==> config.mk <==
export PLATFORM = sky130hd
export DESIGN_NAME = lvi_ctl
export DESIGN_NICKNAME = d
export VERILOG_FILES = /design/src/common/lvi_pkg.sv /design/src/logic/lvi_ctl.sv /design/src/logic/lvi_sync.sv
export VERILOG_INCLUDE_DIRS = /design/src /design/src/common
export SDC_FILE = /design/constraint.sdc
export NUM_CORES = 1
export LEC_CHECK = 0
export ABC_AREA = 1
export BUFFER_PORTS_ARGS = -buffer_cell sky130_fd_sc_hd__buf_4
export CORE_MARGIN = 4
export CORE_UTILIZATION = 30
export DETAILED_ROUTE_END_ITERATION = 7
export PLACE_DENSITY = 0.56
export SETUP_SLACK_MARGIN = 0.1
export SLEW_MARGIN = 20
export SYNTH_ARGS = -nofsm -noshare
export SYNTH_HDL_FRONTEND = slang
export SYNTH_SLANG_ARGS = --single-unit
==> constraint.sdc <==
create_clock -name aclk -period 1.5 [get_ports aclk]
set_clock_uncertainty 0.05 [all_clocks]
set_input_delay 0.075 -clock aclk [delete_from_list [all_inputs] [get_ports aclk]]
set_output_delay 0.075 -clock aclk [all_outputs]
set_load 0.1 [all_outputs]
==> src/common/lvi_consts.svh <==
/*
 * register offsets, field positions, reset values and timing counts of the
 * low-voltage detect interrupt controller.
 * assumes a 10 MHz aclk and a 32-bit AXI4-Lite register bus.
 */
`ifndef LVI_CONSTS_SVH
`define LVI_CONSTS_SVH

`define LVI_CTRL_OFS     8'h00
`define LVI_STAT_OFS     8'h04
`define LVI_STATE_OFS    8'h08

`define LVI_CTRL_RST     4'h0
`define LVI_STAT_RSVD    8'hfc
`define LVI_FALL_BIT     1
`define LVI_RISE_BIT     0

`define LVI_ST_INTN_BIT  0
`define LVI_ST_SETL_BIT  1
`define LVI_ST_RREQ_BIT  2
`define LVI_ST_CMP_LSB   3

`define LVI_RESP_OKAY    2'b00
`define LVI_RESP_SLVERR  2'b10

`define LVI_SETTLE_NS    50000
`define LVI_CLK_NS       100
`define LVI_SETTLE_CYC   ((`LVI_SETTLE_NS + `LVI_CLK_NS - 1) / `LVI_CLK_NS)

`endif

==> src/common/lvi_pkg.sv <==
/*
 * types shared by the low-voltage detect interrupt controller.
 * assumes nothing beyond a SystemVerilog compiler.
 */
package lvi_pkg;

    typedef enum logic [1:0]
    {
        ST_STANDBY = 2'b00,
        ST_NORMAL  = 2'b01,
        ST_LOW     = 2'b10,
        ST_RESET   = 2'b11
    } lvi_det_e;

    typedef struct packed
    {
        logic        awvalid;
        logic [31:0] awaddr;
        logic        wvalid;
        logic [31:0] wdata;
        logic [3:0]  wstrb;
        logic        bready;
        logic        arvalid;
        logic [31:0] araddr;
        logic        rready;
    } lvi_axi_req_s;

    typedef struct packed
    {
        logic        awready;
        logic        wready;
        logic        bvalid;
        logic [1:0]  bresp;
        logic        arready;
        logic        rvalid;
        logic [31:0] rdata;
        logic [1:0]  rresp;
    } lvi_axi_rsp_s;

    // control word, master enable in bit 0
    typedef struct packed
    {
        logic rise_en;
        logic fall_en;
        logic reset_en;
        logic master;
    } lvi_ctl_s;

endpackage

==> src/logic/lvi_ctl.sv <==
/*
 * low-voltage detect interrupt controller: enables, fall/rise flags,
 * detection signal, interrupt line 0 request and reset hand-off.
 * assumes analog comparators driving asynchronous levels and an
 * AXI4-Lite master on aclk; aresetn stands for the power-on reset.
 */
// Implementation choices: the register addresses and the AXI4-Lite interface to the registers.
`timescale 1ns/1ps
`include "lvi_consts.svh"

module lvi_ctl
(
    input  wire logic                 aclk,
    input  wire logic                 aresetn,
    input  wire logic                 ce,
    input  wire lvi_pkg::lvi_axi_req_s axi_req,
    output lvi_pkg::lvi_axi_rsp_s      axi_rsp,
    input  wire logic                 cmp_below_lower,
    input  wire logic                 cmp_above_upper,
    input  wire logic                 cmp_below_reset,
    output logic                      detect_int_n,
    output logic                      ext_irq_line0,
    output logic                      lowv_reset_req
);
    import lvi_pkg::*;

    localparam int SETTLE_CYC = `LVI_SETTLE_CYC;

    logic [2:0]   cmp_lvl;
    lvi_axi_rsp_s rsp_ff, nxt_rsp;
    logic [7:0]   waddr_ff, nxt_waddr;
    logic         wbad_ff, nxt_wbad;
    logic [31:0]  wdata_ff, nxt_wdata;
    logic         wlane_ff, nxt_wlane;
    lvi_ctl_s     ctl_ff, nxt_ctl;
    logic         fall_flag_ff, nxt_fall_flag;
    logic         rise_flag_ff, nxt_rise_flag;
    logic         fall_arm_ff, nxt_fall_arm;
    logic         rise_arm_ff, nxt_rise_arm;
    lvi_det_e     state_ff, nxt_state;
    logic         int_n_ff, nxt_int_n;
    logic         irq_ff, nxt_irq;
    logic         rreq_ff, nxt_rreq;
    logic [9:0]   settle_ff, nxt_settle;
    logic         do_write, do_read, stat_wr, settled;
    logic         below_lo, above_up, below_rst;
    logic [31:0]  rd_word;

    lvi_sync #(.W(3)) u_sync
    (
        .aclk     (aclk),
        .aresetn  (aresetn),
        .ce       (ce),
        .async_in ({cmp_below_reset, cmp_above_upper, cmp_below_lower}),
        .level    (cmp_lvl)
    );

    assign below_lo  = cmp_lvl[0];
    assign above_up  = cmp_lvl[1];
    assign below_rst = cmp_lvl[2];
    assign settled   = (settle_ff == 10'(SETTLE_CYC));

    // both write channels held and no response pending
    assign do_write = !rsp_ff.awready && !rsp_ff.wready && !rsp_ff.bvalid;
    assign do_read  = axi_req.arvalid && rsp_ff.arready;
    assign stat_wr  = do_write && !wbad_ff && wlane_ff &&
                      waddr_ff == `LVI_STAT_OFS;

    always_comb
    begin
        rd_word = 32'h0;
        case (axi_req.araddr[7:0])
            `LVI_CTRL_OFS:  rd_word[3:0] = ctl_ff;
            `LVI_STAT_OFS:  rd_word[7:0] = `LVI_STAT_RSVD |
                {6'h0, fall_flag_ff, rise_flag_ff};
            `LVI_STATE_OFS: rd_word[5:0] = {cmp_lvl, rreq_ff, settled,
                int_n_ff};
            default:        rd_word = 32'h0;
        endcase
    end

    // register bus
    always_comb
    begin
        nxt_rsp   = rsp_ff;
        nxt_waddr = waddr_ff;
        nxt_wbad  = wbad_ff;
        nxt_wdata = wdata_ff;
        nxt_wlane = wlane_ff;
        if (axi_req.awvalid && rsp_ff.awready)
        begin
            nxt_rsp.awready = 1'b0;
            nxt_waddr = axi_req.awaddr[7:0];
            nxt_wbad  = (axi_req.awaddr[31:8] != 24'h0) ||
                        (axi_req.awaddr[7:0] != `LVI_CTRL_OFS &&
                         axi_req.awaddr[7:0] != `LVI_STAT_OFS &&
                         axi_req.awaddr[7:0] != `LVI_STATE_OFS);
        end
        if (axi_req.wvalid && rsp_ff.wready)
        begin
            nxt_rsp.wready = 1'b0;
            nxt_wdata = axi_req.wdata;
            nxt_wlane = axi_req.wstrb[0];
        end
        if (do_write)
        begin
            nxt_rsp.bvalid = 1'b1;
            nxt_rsp.bresp  = wbad_ff ? `LVI_RESP_SLVERR : `LVI_RESP_OKAY;
        end
        if (rsp_ff.bvalid && axi_req.bready)
        begin
            nxt_rsp.bvalid  = 1'b0;
            nxt_rsp.awready = 1'b1;
            nxt_rsp.wready  = 1'b1;
        end
        if (do_read)
        begin
            nxt_rsp.arready = 1'b0;
            nxt_rsp.rvalid  = 1'b1;
            nxt_rsp.rdata   = rd_word;
            nxt_rsp.rresp   = (axi_req.araddr[31:8] != 24'h0 ||
                (axi_req.araddr[7:0] != `LVI_CTRL_OFS &&
                 axi_req.araddr[7:0] != `LVI_STAT_OFS &&
                 axi_req.araddr[7:0] != `LVI_STATE_OFS)) ?
                `LVI_RESP_SLVERR : `LVI_RESP_OKAY;
            if (nxt_rsp.rresp == `LVI_RESP_SLVERR)
                nxt_rsp.rdata = 32'h0;
        end
        if (rsp_ff.rvalid && axi_req.rready)
        begin
            nxt_rsp.rvalid  = 1'b0;
            nxt_rsp.arready = 1'b1;
        end
    end

    // control, flags and detector
    always_comb
    begin
        nxt_ctl       = ctl_ff;
        nxt_fall_flag = fall_flag_ff;
        nxt_rise_flag = rise_flag_ff;
        nxt_fall_arm  = fall_arm_ff;
        nxt_rise_arm  = rise_arm_ff;
        nxt_state     = state_ff;
        nxt_int_n     = int_n_ff;
        nxt_irq       = 1'b0;
        nxt_rreq      = rreq_ff;
        nxt_settle    = settle_ff;
        // software owns the enable order; the block takes each write with byte lane 0 enabled as is
        if (do_write && !wbad_ff && wlane_ff &&
            waddr_ff == `LVI_CTRL_OFS)
            nxt_ctl = wdata_ff[3:0];
        if (!ctl_ff.master)
            nxt_settle = 10'h0;
        else if (!settled)
            nxt_settle = settle_ff + 10'h1;
        // arming on a read that returns the flag set
        if (do_read && axi_req.araddr == 32'(`LVI_STAT_OFS))
        begin
            nxt_fall_arm = fall_arm_ff || fall_flag_ff;
            nxt_rise_arm = rise_arm_ff || rise_flag_ff;
        end
        if (stat_wr)
        begin
            if (!wdata_ff[`LVI_FALL_BIT] && fall_arm_ff)
                nxt_fall_flag = 1'b0;
            if (!wdata_ff[`LVI_RISE_BIT] && rise_arm_ff)
                nxt_rise_flag = 1'b0;
            nxt_fall_arm = 1'b0;
            nxt_rise_arm = 1'b0;
        end
        case (state_ff)
            ST_STANDBY:
            begin
                nxt_int_n = 1'b1;
                if (ctl_ff.master)
                    nxt_state = ST_NORMAL;
            end
            ST_NORMAL:
            begin
                if (below_lo)
                begin
                    nxt_state     = ST_LOW;
                    nxt_int_n     = 1'b0;
                    nxt_fall_flag = 1'b1;
                    nxt_irq       = ctl_ff.fall_en;
                end
            end
            ST_LOW:
            begin
                if (below_rst)
                begin
                    nxt_state = ST_RESET;
                    nxt_rreq  = ctl_ff.reset_en;
                end
                else if (above_up)
                begin
                    nxt_state = ST_NORMAL;
                    nxt_int_n = 1'b1;
                    if (ctl_ff.rise_en)
                    begin
                        nxt_rise_flag = 1'b1;
                        nxt_irq       = 1'b1;
                    end
                end
            end
            ST_RESET:
            begin
                // with the reset function off, recovery is silent
                if (!ctl_ff.reset_en && !below_rst && above_up)
                begin
                    nxt_state = ST_NORMAL;
                    nxt_int_n = 1'b1;
                end
            end
            default: nxt_state = ST_STANDBY;
        endcase
        if (!ctl_ff.master)
        begin
            nxt_state = ST_STANDBY;
            nxt_int_n = 1'b1;
            nxt_irq   = 1'b0;
        end
    end

    always_ff @(posedge aclk)
    begin
        if (!aresetn)
        begin
            rsp_ff       <= '{awready: 1'b1, wready: 1'b1, arready: 1'b1,
                              default: '0};
            waddr_ff     <= 8'h0;
            wbad_ff      <= 1'b0;
            wdata_ff     <= 32'h0;
            wlane_ff     <= 1'b0;
            ctl_ff       <= `LVI_CTRL_RST;
            fall_flag_ff <= 1'b0;
            rise_flag_ff <= 1'b0;
            fall_arm_ff  <= 1'b0;
            rise_arm_ff  <= 1'b0;
            state_ff     <= ST_STANDBY;
            int_n_ff     <= 1'b1;
            irq_ff       <= 1'b0;
            rreq_ff      <= 1'b0;
            settle_ff    <= 10'h0;
        end
        else if (ce)
        begin
            rsp_ff       <= nxt_rsp;
            waddr_ff     <= nxt_waddr;
            wbad_ff      <= nxt_wbad;
            wdata_ff     <= nxt_wdata;
            wlane_ff     <= nxt_wlane;
            ctl_ff       <= nxt_ctl;
            fall_flag_ff <= nxt_fall_flag;
            rise_flag_ff <= nxt_rise_flag;
            fall_arm_ff  <= nxt_fall_arm;
            rise_arm_ff  <= nxt_rise_arm;
            state_ff     <= nxt_state;
            int_n_ff     <= nxt_int_n;
            irq_ff       <= nxt_irq;
            rreq_ff      <= nxt_rreq;
            settle_ff    <= nxt_settle;
        end
    end

    assign axi_rsp        = rsp_ff;
    assign detect_int_n   = int_n_ff;
    assign ext_irq_line0  = irq_ff;
    assign lowv_reset_req = rreq_ff;
endmodule // lvi_ctl

==> src/logic/lvi_sync.sv <==
/*
 * three-stage synchroniser for the comparator levels.
 * assumes asynchronous, slowly changing inputs; a level is taken over
 * once the second and third stages agree.
 */
`timescale 1ns/1ps
module lvi_sync
#(
    parameter int W = 3
)
(
    input  wire logic         aclk,
    input  wire logic         aresetn,
    input  wire logic         ce,
    input  wire logic [W-1:0] async_in,
    output logic      [W-1:0] level
);
    logic [W-1:0] s1_ff;
    logic [W-1:0] s2_ff;
    logic [W-1:0] s3_ff;
    logic [W-1:0] level_ff;
    logic [W-1:0] nxt_level;

    always_comb
    begin
        // s1 feeds only s2, never the filter
        nxt_level = level_ff;
        for (int i = 0; i < W; i++)
        begin
            if (s2_ff[i] == s3_ff[i])
                nxt_level[i] = s3_ff[i];
        end
    end

    always_ff @(posedge aclk)
    begin
        if (!aresetn)
        begin
            s1_ff    <= '0;
            s2_ff    <= '0;
            s3_ff    <= '0;
            level_ff <= '0;
        end
        else if (ce)
        begin
            s1_ff    <= async_in;
            s2_ff    <= s1_ff;
            s3_ff    <= s2_ff;
            level_ff <= nxt_level;
        end
    end

    assign level = level_ff;
endmodule // lvi_sync

==> results of run 1 <==
==> power breakdown <==
group / internal [mW] / leakage, nW / switching [mW]
registers: 1.73 / 0.519 / 0.0375
logic: 0.276 / 1.58 / 0.624
clock network: 1.28 / 0.134 / 0.773
==> through the flow <==
| stage | instance area (sq um) | hold WS [ns] | utilization [%] |
|---|---|---|---|
| after global placement | 4297 | 0.2514 | 39.29 |
| after global routing | 4969 | 0.006089 | 45.43 |
| final | 4969 | 0.003954 | 45.43 |
| after CTS | 4722 | 0.001737 | 43.18 |
| after detailed placement | 4297 | 0.2615 | 39.29 |
| after floorplan | 3495 | 0.1599 | - |
==> registers in the layout, indices dropped and copies added (netlist names), 2 cells and up <==
signal and flops:
u_sync.s1_ff 3, waddr_ff 8, u_sync.s3_ff 3, settle_ff 10, state_ff 2, axi_rsp 14, ctl_ff 4, wdata_ff 4
u_sync.s2_ff 3, u_sync.level 3
==> synth_stat cells <==
cell	n
sky130_fd_sc_hd__buf_2	3
sky130_fd_sc_hd__and3_1	1
sky130_fd_sc_hd__nand3_1	29
sky130_fd_sc_hd__nand4_1	8
sky130_fd_sc_hd__o31ai_1	1
sky130_fd_sc_hd__conb_1	1
sky130_fd_sc_hd__clkbuf_1	8
sky130_fd_sc_hd__a211oi_1	1
sky130_fd_sc_hd__buf_4	27
sky130_fd_sc_hd__buf_6	3
sky130_fd_sc_hd__nor3_4	1
sky130_fd_sc_hd__nor2_2	2
sky130_fd_sc_hd__xnor2_1	2
sky130_fd_sc_hd__nor3_1	6
sky130_fd_sc_hd__nand2_1	97
sky130_fd_sc_hd__nor3b_1	2
sky130_fd_sc_hd__o21bai_1	1
sky130_fd_sc_hd__nand3_4	1
sky130_fd_sc_hd__nor4_1	2
sky130_fd_sc_hd__inv_1	62
sky130_fd_sc_hd__nor2_1	85
sky130_fd_sc_hd__a41oi_1	1
sky130_fd_sc_hd__a221oi_1	1
sky130_fd_sc_hd__dfxtp_1	63
sky130_fd_sc_hd__a21oi_1	47
sky130_fd_sc_hd__ha_1	6
sky130_fd_sc_hd__o21ai_0	39
sky130_fd_sc_hd__a31o_2	1
sky130_fd_sc_hd__xor2_1	2
sky130_fd_sc_hd__nand3_2	1
==> worst max-delay path, cell delays in order, from the launching register on <==
cell                      delay (ns)
sky130_fd_sc_hd__dfxtp_2        0.32
sky130_fd_sc_hd__inv_2          0.06
sky130_fd_sc_hd__ha_4           0.12
sky130_fd_sc_hd__and3_4         0.17
sky130_fd_sc_hd__nand4_1        0.11
sky130_fd_sc_hd__nand2_2        0.15
sky130_fd_sc_hd__buf_4          0.14
sky130_fd_sc_hd__inv_6          0.04
sky130_fd_sc_hd__buf_4          0.12
sky130_fd_sc_hd__nand2_1        0.07
sky130_fd_sc_hd__a21oi_2        0.05
==> repair_timing <==
item / 4_1_cts / 5_1_grt
setup buffers: 0 / 9
setup endpoints to repair: 13 / 27
gates resized for setup: 12 / 57
hold buffers: 10 / 0
pin swaps: 3 / 21
hold endpoints to repair: 10 / 0
==> layer usage <==
| layer | vias to the layer above | share of wire, % | track usage (%) |
|---|---|---|---|
| met1 | 1573 | 43 | 16.72 |
| li1 | 1834 | - | - |
| met2 | 122 | 47 | 23.73 |
| met5 | - | 0 | 0 |
| met3 | 14 | 7.8 | 3.342 |
| met4 | 0 | 1.4 | 4.513 |
==> kinds of logic (layout without fill, tap and decap cells) <==
family	Yosys count	count (layout)	synth area share, %
simple gates	235	235	29.65
buf+inv	103	217	15.27
compound gates	92	92	14.23
flops	63	63	37.46
fa+ha+maj	6	6	2.230
xor+xnor	4	4	1.041
other cells	1	26	0.1114
==> worst paths after layout <==
check / depth (start not counted) / startpoint / slack (ns) / endpoint
min: 3 / axi_req[42] / 0.004 / wdata_ff[3]
max reg2reg: 10 / settle_ff[0] / -0.02 / settle_ff[4]
max: 10 / settle_ff[0] / -0.02 / settle_ff[4]
min reg2reg: 2 / axi_rsp[37] / 0.40 / axi_rsp[37]
==> cells in the final DEF (no fill, tap or decap), types with 3 or more instances in the layout <==
cell type                       synthesis  final
sky130_fd_sc_hd__nand3_1               29     25
sky130_fd_sc_hd__a21oi_2                0      3
sky130_fd_sc_hd__ha_4                   0      3
sky130_fd_sc_hd__nor2_2                 2      6
sky130_fd_sc_hd__clkbuf_16              0      9
sky130_fd_sc_hd__buf_4                 27    127
sky130_fd_sc_hd__conb_1                 1     26
sky130_fd_sc_hd__inv_2                  0      4
sky130_fd_sc_hd__nor3_4                 1      3
sky130_fd_sc_hd__o21ai_2                0      6
sky130_fd_sc_hd__nand4_1                8      8
sky130_fd_sc_hd__inv_1                 62     56
sky130_fd_sc_hd__dfxtp_2                0      9
sky130_fd_sc_hd__dfxtp_1               63     49
sky130_fd_sc_hd__o21ai_0               39     31
sky130_fd_sc_hd__nor2_1                85     79
sky130_fd_sc_hd__nand3_2                1      4
sky130_fd_sc_hd__clkinvlp_4             0      4
sky130_fd_sc_hd__dfxtp_4                0      5
sky130_fd_sc_hd__nand2_1               97     90
sky130_fd_sc_hd__nand2_2                0      5
sky130_fd_sc_hd__a21oi_1               47     44
sky130_fd_sc_hd__dlygate4sd3_1          0     10
==> area by class of cell <==
type	count	area share (%)
clock buffer	9	4.533
clock inverter	7	1.486
inverter	62	4.835
multi-input combinational	363	37.98
sequential	63	25.99
tap	140	3.526
timing repair buffer	139	21.66
==> impl_metrics.toml, run 1 <==
[cells_and_area]
post_route_cells_drive_above_1_share_pct = 32.35
fin_cells = 783
final.fill_count = 1138
count_of_nets_after_finishing = 755
synthToLayoutAreaGrowth_pct = 47.57
diode_insertion_count_for_antenna_repair = 0
register_area_sq_um = 1291
multi_input_comb_area_sq_um = 1887

[global_routing]
grt_antenna_before_repair = 0
grt_first_pass_wirelength_um = 14870
grt_max_degree = 23
overflow = 0
globalRouteTotalUtil_pct = 13.74
first_global_vias = 3483

[synthesis]
synthDistinctLibCells = 30
synth.ff_latch_count = 63
yosys_warnings = 0
synth_seq_area_share_pct = 37.46
avgSynthCellArea_sq_um = 6.681
synth_top_area_share_pct = 37.46
ys_top_cells_by_area = "sky130_fd_sc_hd__dfxtp_1 37%, sky130_fd_sc_hd__nand2_1 11%, sky130_fd_sc_hd__nor2_1 9.5%"
post_synth_design_cell_area_sq_um = 3367
postSynthCellCount = 504
yosysTopAreaCell = "sky130_fd_sc_hd__dfxtp_1"

[timing]
layout_worst_path_cycle_share_pct = 101.5
max_freq_mhz = 657.1
fin_setup_tns_ns = -0.02193
layout_setup_ws_ns = -0.02193
report.final.setup_viol = 1
post-route-min-period_ns = 1.522
finalHoldViolations = 0
unrepaired_setup_endpoints_after_global_routing = "yes"
maxSlewViolCount = 0

[setup_path]
critPathRequiredTime_ns = 1.67
cp-start-kind = "flip-flop"
cp.arrival_ns = 1.69
timing.critical_path.fanout_max = 6
timing_worst_setup_path_type = "flip-flop to flip-flop"
critical_path.endpoint_type = "flip-flop"

[drt]
wire_per_inst_um = 11.68
drt.antenna.violating_nets = 0
detailedRoute.firstIterationViolations = 130
routed_via_density = 4.525
detail_route.drc_violations = 0
route.final.wire_length_um = 9143
dr_total_vias = 3543
drt_pass1_iterations = 4

[clock_network]
cts_made_buffers = 9
clk_root_buffer_cell = "sky130_fd_sc_hd__clkbuf_16"
clk_transition_reported_paths_ns = 0.06
tritoncts = "yes"
cts_num_sinks = 63
cts_max_path_buffers = 2
h-tree-depth = 3
clk-insertion-delay-late_ns = 0.33

[floorplan]
fp.dieH_um = 113.9
die-area_sq_um = 12980
die_x_um = 113.9
num_io_pins = 155
floorplan.rows = 38
initial_core_util_pct = 30.79
floorplan.core_area_sq_um = 10940

[power]
worst_ir_drop_vdd_uv = 600.7
finalPower_mw = 4.725
leakagePower_nw = 2.234
power_density_nw_per_um2 = 950.9

[hold_path]
worst_hold_path_type = "input pin to flip-flop"

[place]
dp_cells = 749
placement.setup.worst_slack_ns = 0.01904
routabilityCongestion = 0.8208
dpl.hpwl_um = 6952
port_buffers = 97

[outcome]
status = "finished with violations"
violations = "setup timing"

[job]
cap_violations = 0
(Power assumes the default switching activity.)
==> run 2, diff against run 1 <==
- CORE_ASPECT_RATIO: default -> 1.5
- SKIP_CTS_REPAIR_TIMING: default -> 1
==> run 2 against run 1 <==
The flow finishes with violations (hold timing). Cell count stayed put. Design area shrank 2.9%. Worst setup slack improved by 0.089 ns. Via count shrank 0.96%. Wire length grew 0.84%. Maximum frequency grew 6.2%. Global-route usage rose by 0.32 points. Sequential power is essentially flat. Combinational power decreased by 2.2%. First-iteration DRC count down 18%.
==> impl_metrics.toml, run 2 (synthesized netlist as in run 1, its figures left out) <==
[global_routing]
grt_max_degree = 21
first_global_vias = 3462
grt_antenna_before_repair = 0
globalRouteTotalUtil_pct = 14.06
overflow = 0
grt_first_pass_wirelength_um = 14430

[timing]
layout_worst_path_cycle_share_pct = 95.51
post-route-min-period_ns = 1.433
finalHoldViolations = 9
report.final.setup_viol = 0
max_freq_mhz = 698.0
maxSlewViolCount = 0
unrepaired_setup_endpoints_after_global_routing = "yes"
finalHoldWorstSlack_ns = -0.02776

[cells_and_area]
register_area_sq_um = 1291
synthToLayoutAreaGrowth_pct = 43.22
final.fill_count = 1184
multi_input_comb_area_sq_um = 1839
post_route_cells_drive_above_1_share_pct = 30.35
diode_insertion_count_for_antenna_repair = 0
flip_flop_count_of_the_largest_register_after_layout = 14
count_of_nets_after_finishing = 749
fin_cells = 783
layout.cells.most_common_list = "124 x sky130_fd_sc_hd__buf_4, 91 x sky130_fd_sc_hd__nand2_1, 80 x sky130_fd_sc_hd__nor2_1, 57 x sky130_fd_sc_hd__inv_1, 49 x sky130_fd_sc_hd__dfxtp_1"
most_common_cell_after_layout_fill_and_taps_aside = "sky130_fd_sc_hd__buf_4"

[hold_path]
worst_hold_path_type = "input pin to flip-flop"
worstHoldStart = "axi_req[35]"
worstHoldPathCells = 3
timing.hold.worst_endpoint = "wlane_ff"

[setup_path]
cp.arrival_ns = 1.65
critical_path.endpoint_type = "flip-flop"
ff2ff_setup_slack_ns = 0.07
regToRegStartpoint = "settle_ff[0]"
critPathRequiredTime_ns = 1.71
timing.rr.end = "settle_ff[6]"
path_buf_inv = 3
crit_path_cell_trace = "inv_2 > ha_4 > and3_4 > nand4_1 > nand2_2 > buf_6 > buf_6 > nand2_2 > a21oi_2"
critical_path.slowest_cell = "sky130_fd_sc_hd__dfxtp_2"
timing_worst_setup_path_type = "flip-flop to flip-flop"
worst_r2r_path_depth = 9
crit_path_max_incr_delay_ns = 0.32
cp-start-kind = "flip-flop"
cell_class_contributing_the_biggest_share_of_worst_path_delay = "simple AND/OR/NAND/NOR gates"
timing.critical_path.fanout_max = 8

[drt]
drt_pass1_iterations = 6
routed_via_density = 4.481
route.final.wire_length_um = 9220
drt.antenna.violating_nets = 0
dr_wl_met3_um = 667
detail_route.drc_violations = 0
wire_per_inst_um = 11.78
routed.top_layer = "met4"
detailedRoute.firstIterationViolations = 106
drt-met1-wl_um = 3373
dr_total_vias = 3509
wl_met2_um = 4964

[power]
power_density_nw_per_um2 = 924.4
finalPower_mw = 4.458
worst_ir_drop_vdd_uv = 512.7
leakagePower_nw = 2.167

[place]
routabilityCongestion = 0.8527
port_buffers = 97
dpl.hpwl_um = 7088
dp_cells = 756

[clock_network]
clk_root_buffer_cell = "sky130_fd_sc_hd__clkbuf_16"
clk_transition_reported_paths_ns = 0.05
cts_max_path_buffers = 2
tritoncts = "yes"
cts_num_sinks = 63
cts_made_buffers = 9
clk-insertion-delay-late_ns = 0.33
h-tree-depth = 3

[outcome]
violations = "hold timing"
status = "finished with violations"

[floorplan]
floorplan.rows = 47
die-area_sq_um = 13020
floorplan.core_area_sq_um = 11000
fp.dieH_um = 137.8
initial_core_util_pct = 30.62
num_io_pins = 155
die_x_um = 94.50

[job]
cap_violations = 0
run 2: cell types whose count changed in the layout (fill, tap and decap cells not counted), sizes merged:
cell | previous run | this run
dlygate4sd3 | 10 | 6
clkbuf | 9 | 13
clkinvlp | 4 | 0
buf | 129 | 127
bufinv | 1 | 0
run 2: power by group:
part | switching [mW] | total (mW) | leakage, nW | internal, mW
Clock | 0.704 | 1.81 | 0.123 | 1.10
Sequential | 0.0370 | 1.77 | 0.519 | 1.73
Combinational | 0.610 | 0.881 | 1.53 | 0.271
run 2: worst max-delay path by stage:
stage,startpoint,end,slack (ns),depth (start not counted)
global route,settle_ff[1],settle_ff[6],0.001,9
global placement,settle_ff[0],settle_ff[4],0.01,9
finish,settle_ff[0],settle_ff[6],0.07,9
floorplan,axi_rsp[35],fall_arm_ff,0.10,7
CTS,settle_ff[0],settle_ff[2],-0.03,9
detailed placement,settle_ff[1],settle_ff[4],-0.01,9
run 2: through the flow:
stage	hold WS (ns)	setup slack, ns	utilization (%)	area [sq um]	TNS (ns)
final	-0.02776	0.06740	43.85	4822	0
after global routing	0.005936	0.001239	43.85	4822	0
after CTS	-0.07689	-0.02532	41.43	4556	-0.06626
after detailed placement	0.2687	-0.01221	39.15	4305	-0.02963
after global placement	0.2538	0.01125	39.15	4305	0
after floorplan	0.1599	0.1018	-	3495	0
run 2: cell type report:
class                           instances  area share [%]
Clock inverter                          2          0.2076
Inverter                               62           4.826
Timing Repair Buffer                  133           21.25
Multi-Input combinational cell        363           38.14
Clock buffer                           13           4.982
Tap cell                              147           3.814
Sequential cell                        63           26.78
run 2: routing by layer:
metal,vias to the layer above,GRT usage (%)
met5,-,0
met4,0,6.661
met3,15,3.716
met2,123,26.66
met1,1552,13.94
li1,1819,-
run 2: tightest hold or removal path: stages:
cell and delay, ns:
sky130_fd_sc_hd__buf_4 0.07, sky130_fd_sc_hd__o21ai_0 0.07, sky130_fd_sc_hd__a21oi_1 0.10
==> run 3, diff against run 2 <==
--- a/config.mk
+++ b/config.mk
@@ -8,5 +8,5 @@
 export LEC_CHECK = 0
 export ABC_AREA = 1
-export BUFFER_PORTS_ARGS = -buffer_cell sky130_fd_sc_hd__buf_4
+export BUFFER_PORTS_ARGS = -buffer_cell sky130_fd_sc_hd__buf_2
 export CORE_ASPECT_RATIO = 1.5
 export CORE_MARGIN = 4
==> constraint.sdc (replaced) <==
create_clock -name aclk -period 1.5 [get_ports aclk]
set_clock_uncertainty 0.05 [all_clocks]
set_input_delay 0.3 -clock aclk [delete_from_list [all_inputs] [get_ports aclk]]
set_output_delay 0.3 -clock aclk [all_outputs]
set_load 0.1 [all_outputs]
==> run 3 against run 2 <==
The flow now finishes without violations. Power is 7.8% higher. Clock power increased by 22%. Combinational power down 5.7%. Largest power group unchanged.
==> impl_metrics.toml, run 3 (synthesized netlist as in run 1, its figures left out) <==
[clock_network]
cts_max_path_buffers = 2
clk-insertion-delay-late_ns = 0.33
tritoncts = "yes"
clk_transition_reported_paths_ns = 0.05
h-tree-depth = 3
cts_num_sinks = 63
cts_made_buffers = 9
clk_root_buffer_cell = "sky130_fd_sc_hd__clkbuf_16"

[power]
worst_ir_drop_vdd_uv = 559.9
leakagePower_nw = 2.128
power_density_nw_per_um2 = 1029
finalPower_mw = 4.807

[cells_and_area]
synthToLayoutAreaGrowth_pct = 38.68
fin_cells = 781
diode_insertion_count_for_antenna_repair = 0
layout.cells.most_common_list = "93 x sky130_fd_sc_hd__nand2_1, 81 x sky130_fd_sc_hd__nor2_1, 79 x sky130_fd_sc_hd__buf_2, 57 x sky130_fd_sc_hd__inv_1, 49 x sky130_fd_sc_hd__dfxtp_1"
flip_flop_count_of_the_largest_register_after_layout = 14
post-route-cell-area_sq_um = 4669
most_common_cell_after_layout_fill_and_taps_aside = "sky130_fd_sc_hd__nand2_1"
count_of_nets_after_finishing = 747
post_route_cells_drive_above_1_share_pct = 31.23

[floorplan]
die-area_sq_um = 13020
initial_core_util_pct = 30.62
fp.dieH_um = 137.8
die_x_um = 94.50
floorplan.core_area_sq_um = 11000
num_io_pins = 155
floorplan.rows = 47

[place]
port_buffers = 97
postPlaceCellArea_sq_um = 4143
dp_cells = 763
routabilityCongestion = 0.8466
placement.setup.worst_slack_ns = -0.04277
dpl.hpwl_um = 6922

[global_routing]
grt_max_degree = 20
globalRouteTotalUtil_pct = 13.72
grt_antenna_before_repair = 0
grt_first_pass_wirelength_um = 14030
overflow = 0
first_global_vias = 3349

[setup_path]
ff2ff_setup_slack_ns = 0.06
cp-start-kind = "flip-flop"
cp-startpoint = "settle_ff[0]"
critPathRequiredTime_ns = 1.67
critical_path.endpoint_type = "flip-flop"
worst_r2r_path_depth = 8
cp.arrival_ns = 1.60
timing_worst_setup_path_type = "flip-flop to flip-flop"
timing.critical_path.fanout_max = 8
timing.rr.end = "settle_ff[2]"
regToRegStartpoint = "settle_ff[0]"

[hold_path]
timing.hold.worst_endpoint = "u_sync.s1_ff[2]"
worstHoldStart = "cmp_below_reset"
worstHoldPathCells = 3
worst_hold_path_type = "input pin to flip-flop"

[drt]
routed.top_layer = "met4"
dr_wl_met3_um = 591
route.final.wire_length_um = 8847
dr_total_vias = 3511
drt-met1-wl_um = 3439
detailedRoute.firstIterationViolations = 103
routed_via_density = 4.496
wl_met2_um = 4650
drt.antenna.violating_nets = 0
wire_per_inst_um = 11.33
drt_pass1_iterations = 4
detail_route.drc_violations = 0

[timing]
unrepaired_setup_endpoints_after_global_routing = "yes"
maxSlewViolCount = 0
post-route-min-period_ns = 1.438
layout_worst_path_cycle_share_pct = 95.84
report.final.setup_viol = 0
finalHoldWorstSlack_ns = 0.1514
layout_setup_ws_ns = 0.06245
max_freq_mhz = 695.6
finalHoldViolations = 0

[job]
cap_violations = 0

[outcome]
status = "finished clean"
-- run 3: cell count changes in the layout (fill, tap and decap cells not counted), sizes merged --
cell and delta:
bufinv +2, clkbuf +14, dlygate4sd3 -6, buf -12
-- run 3: routing by layer --
layer	up-vias	track usage (%)
met3	15	3.825
met4	0	6.501
met1	1578	14.49
met5	-	0
li1	1810	-
met2	108	24.80
-- run 3: stage by stage --
step,utilization [%],setup TNS [ns]
after detailed placement,37.67,-0.04277
after global routing,42.46,-0.02049
after CTS,40.52,-0.06540
after floorplan,-,0
after global placement,37.67,0
final,42.46,0
-- run 3: worst max-delay path by stage --
stage,endpoint,slack (ns)
floorplan,fall_arm_ff,0.10
global placement,settle_ff[7],0.02
detailed placement,settle_ff[2],-0.04
CTS,settle_ff[2],-0.06
global route,settle_ff[1],-0.01
finish,settle_ff[2],0.06
-- run 3: cell type report --
type | instances | area [sq um]
clock buffer | 11 | 242.7
clock inverter | 4 | 70.07
fill | 1149 | 6327
inverter | 62 | 235.2
multi-input combinational | 363 | 1831
sequential | 63 | 1289
tap | 147 | 183.9
timing repair buffer | 131 | 818.3
-- run 3: worst max-delay path: stages, from the launching register on --
cell	delay (ns)
sky130_fd_sc_hd__dfxtp_2	0.33
sky130_fd_sc_hd__inv_2	0.05
sky130_fd_sc_hd__ha_4	0.15
sky130_fd_sc_hd__and3_4	0.16
sky130_fd_sc_hd__nand4_1	0.11
sky130_fd_sc_hd__nand2_2	0.12
sky130_fd_sc_hd__buf_6	0.16
sky130_fd_sc_hd__nor3_1	0.15
sky130_fd_sc_hd__nor2_1	0.06
-- run 3: where the power goes --
group / internal, mW / total (mW) / leakage, nW / switching (mW)
Sequential: 1.73 / 1.77 / 0.518 / 0.0372
Clock: 1.48 / 2.21 / 0.155 / 0.722
Combinational: 0.218 / 0.831 / 1.45 / 0.613
Total: 3.43 / 4.81 / 2.13 / 1.37
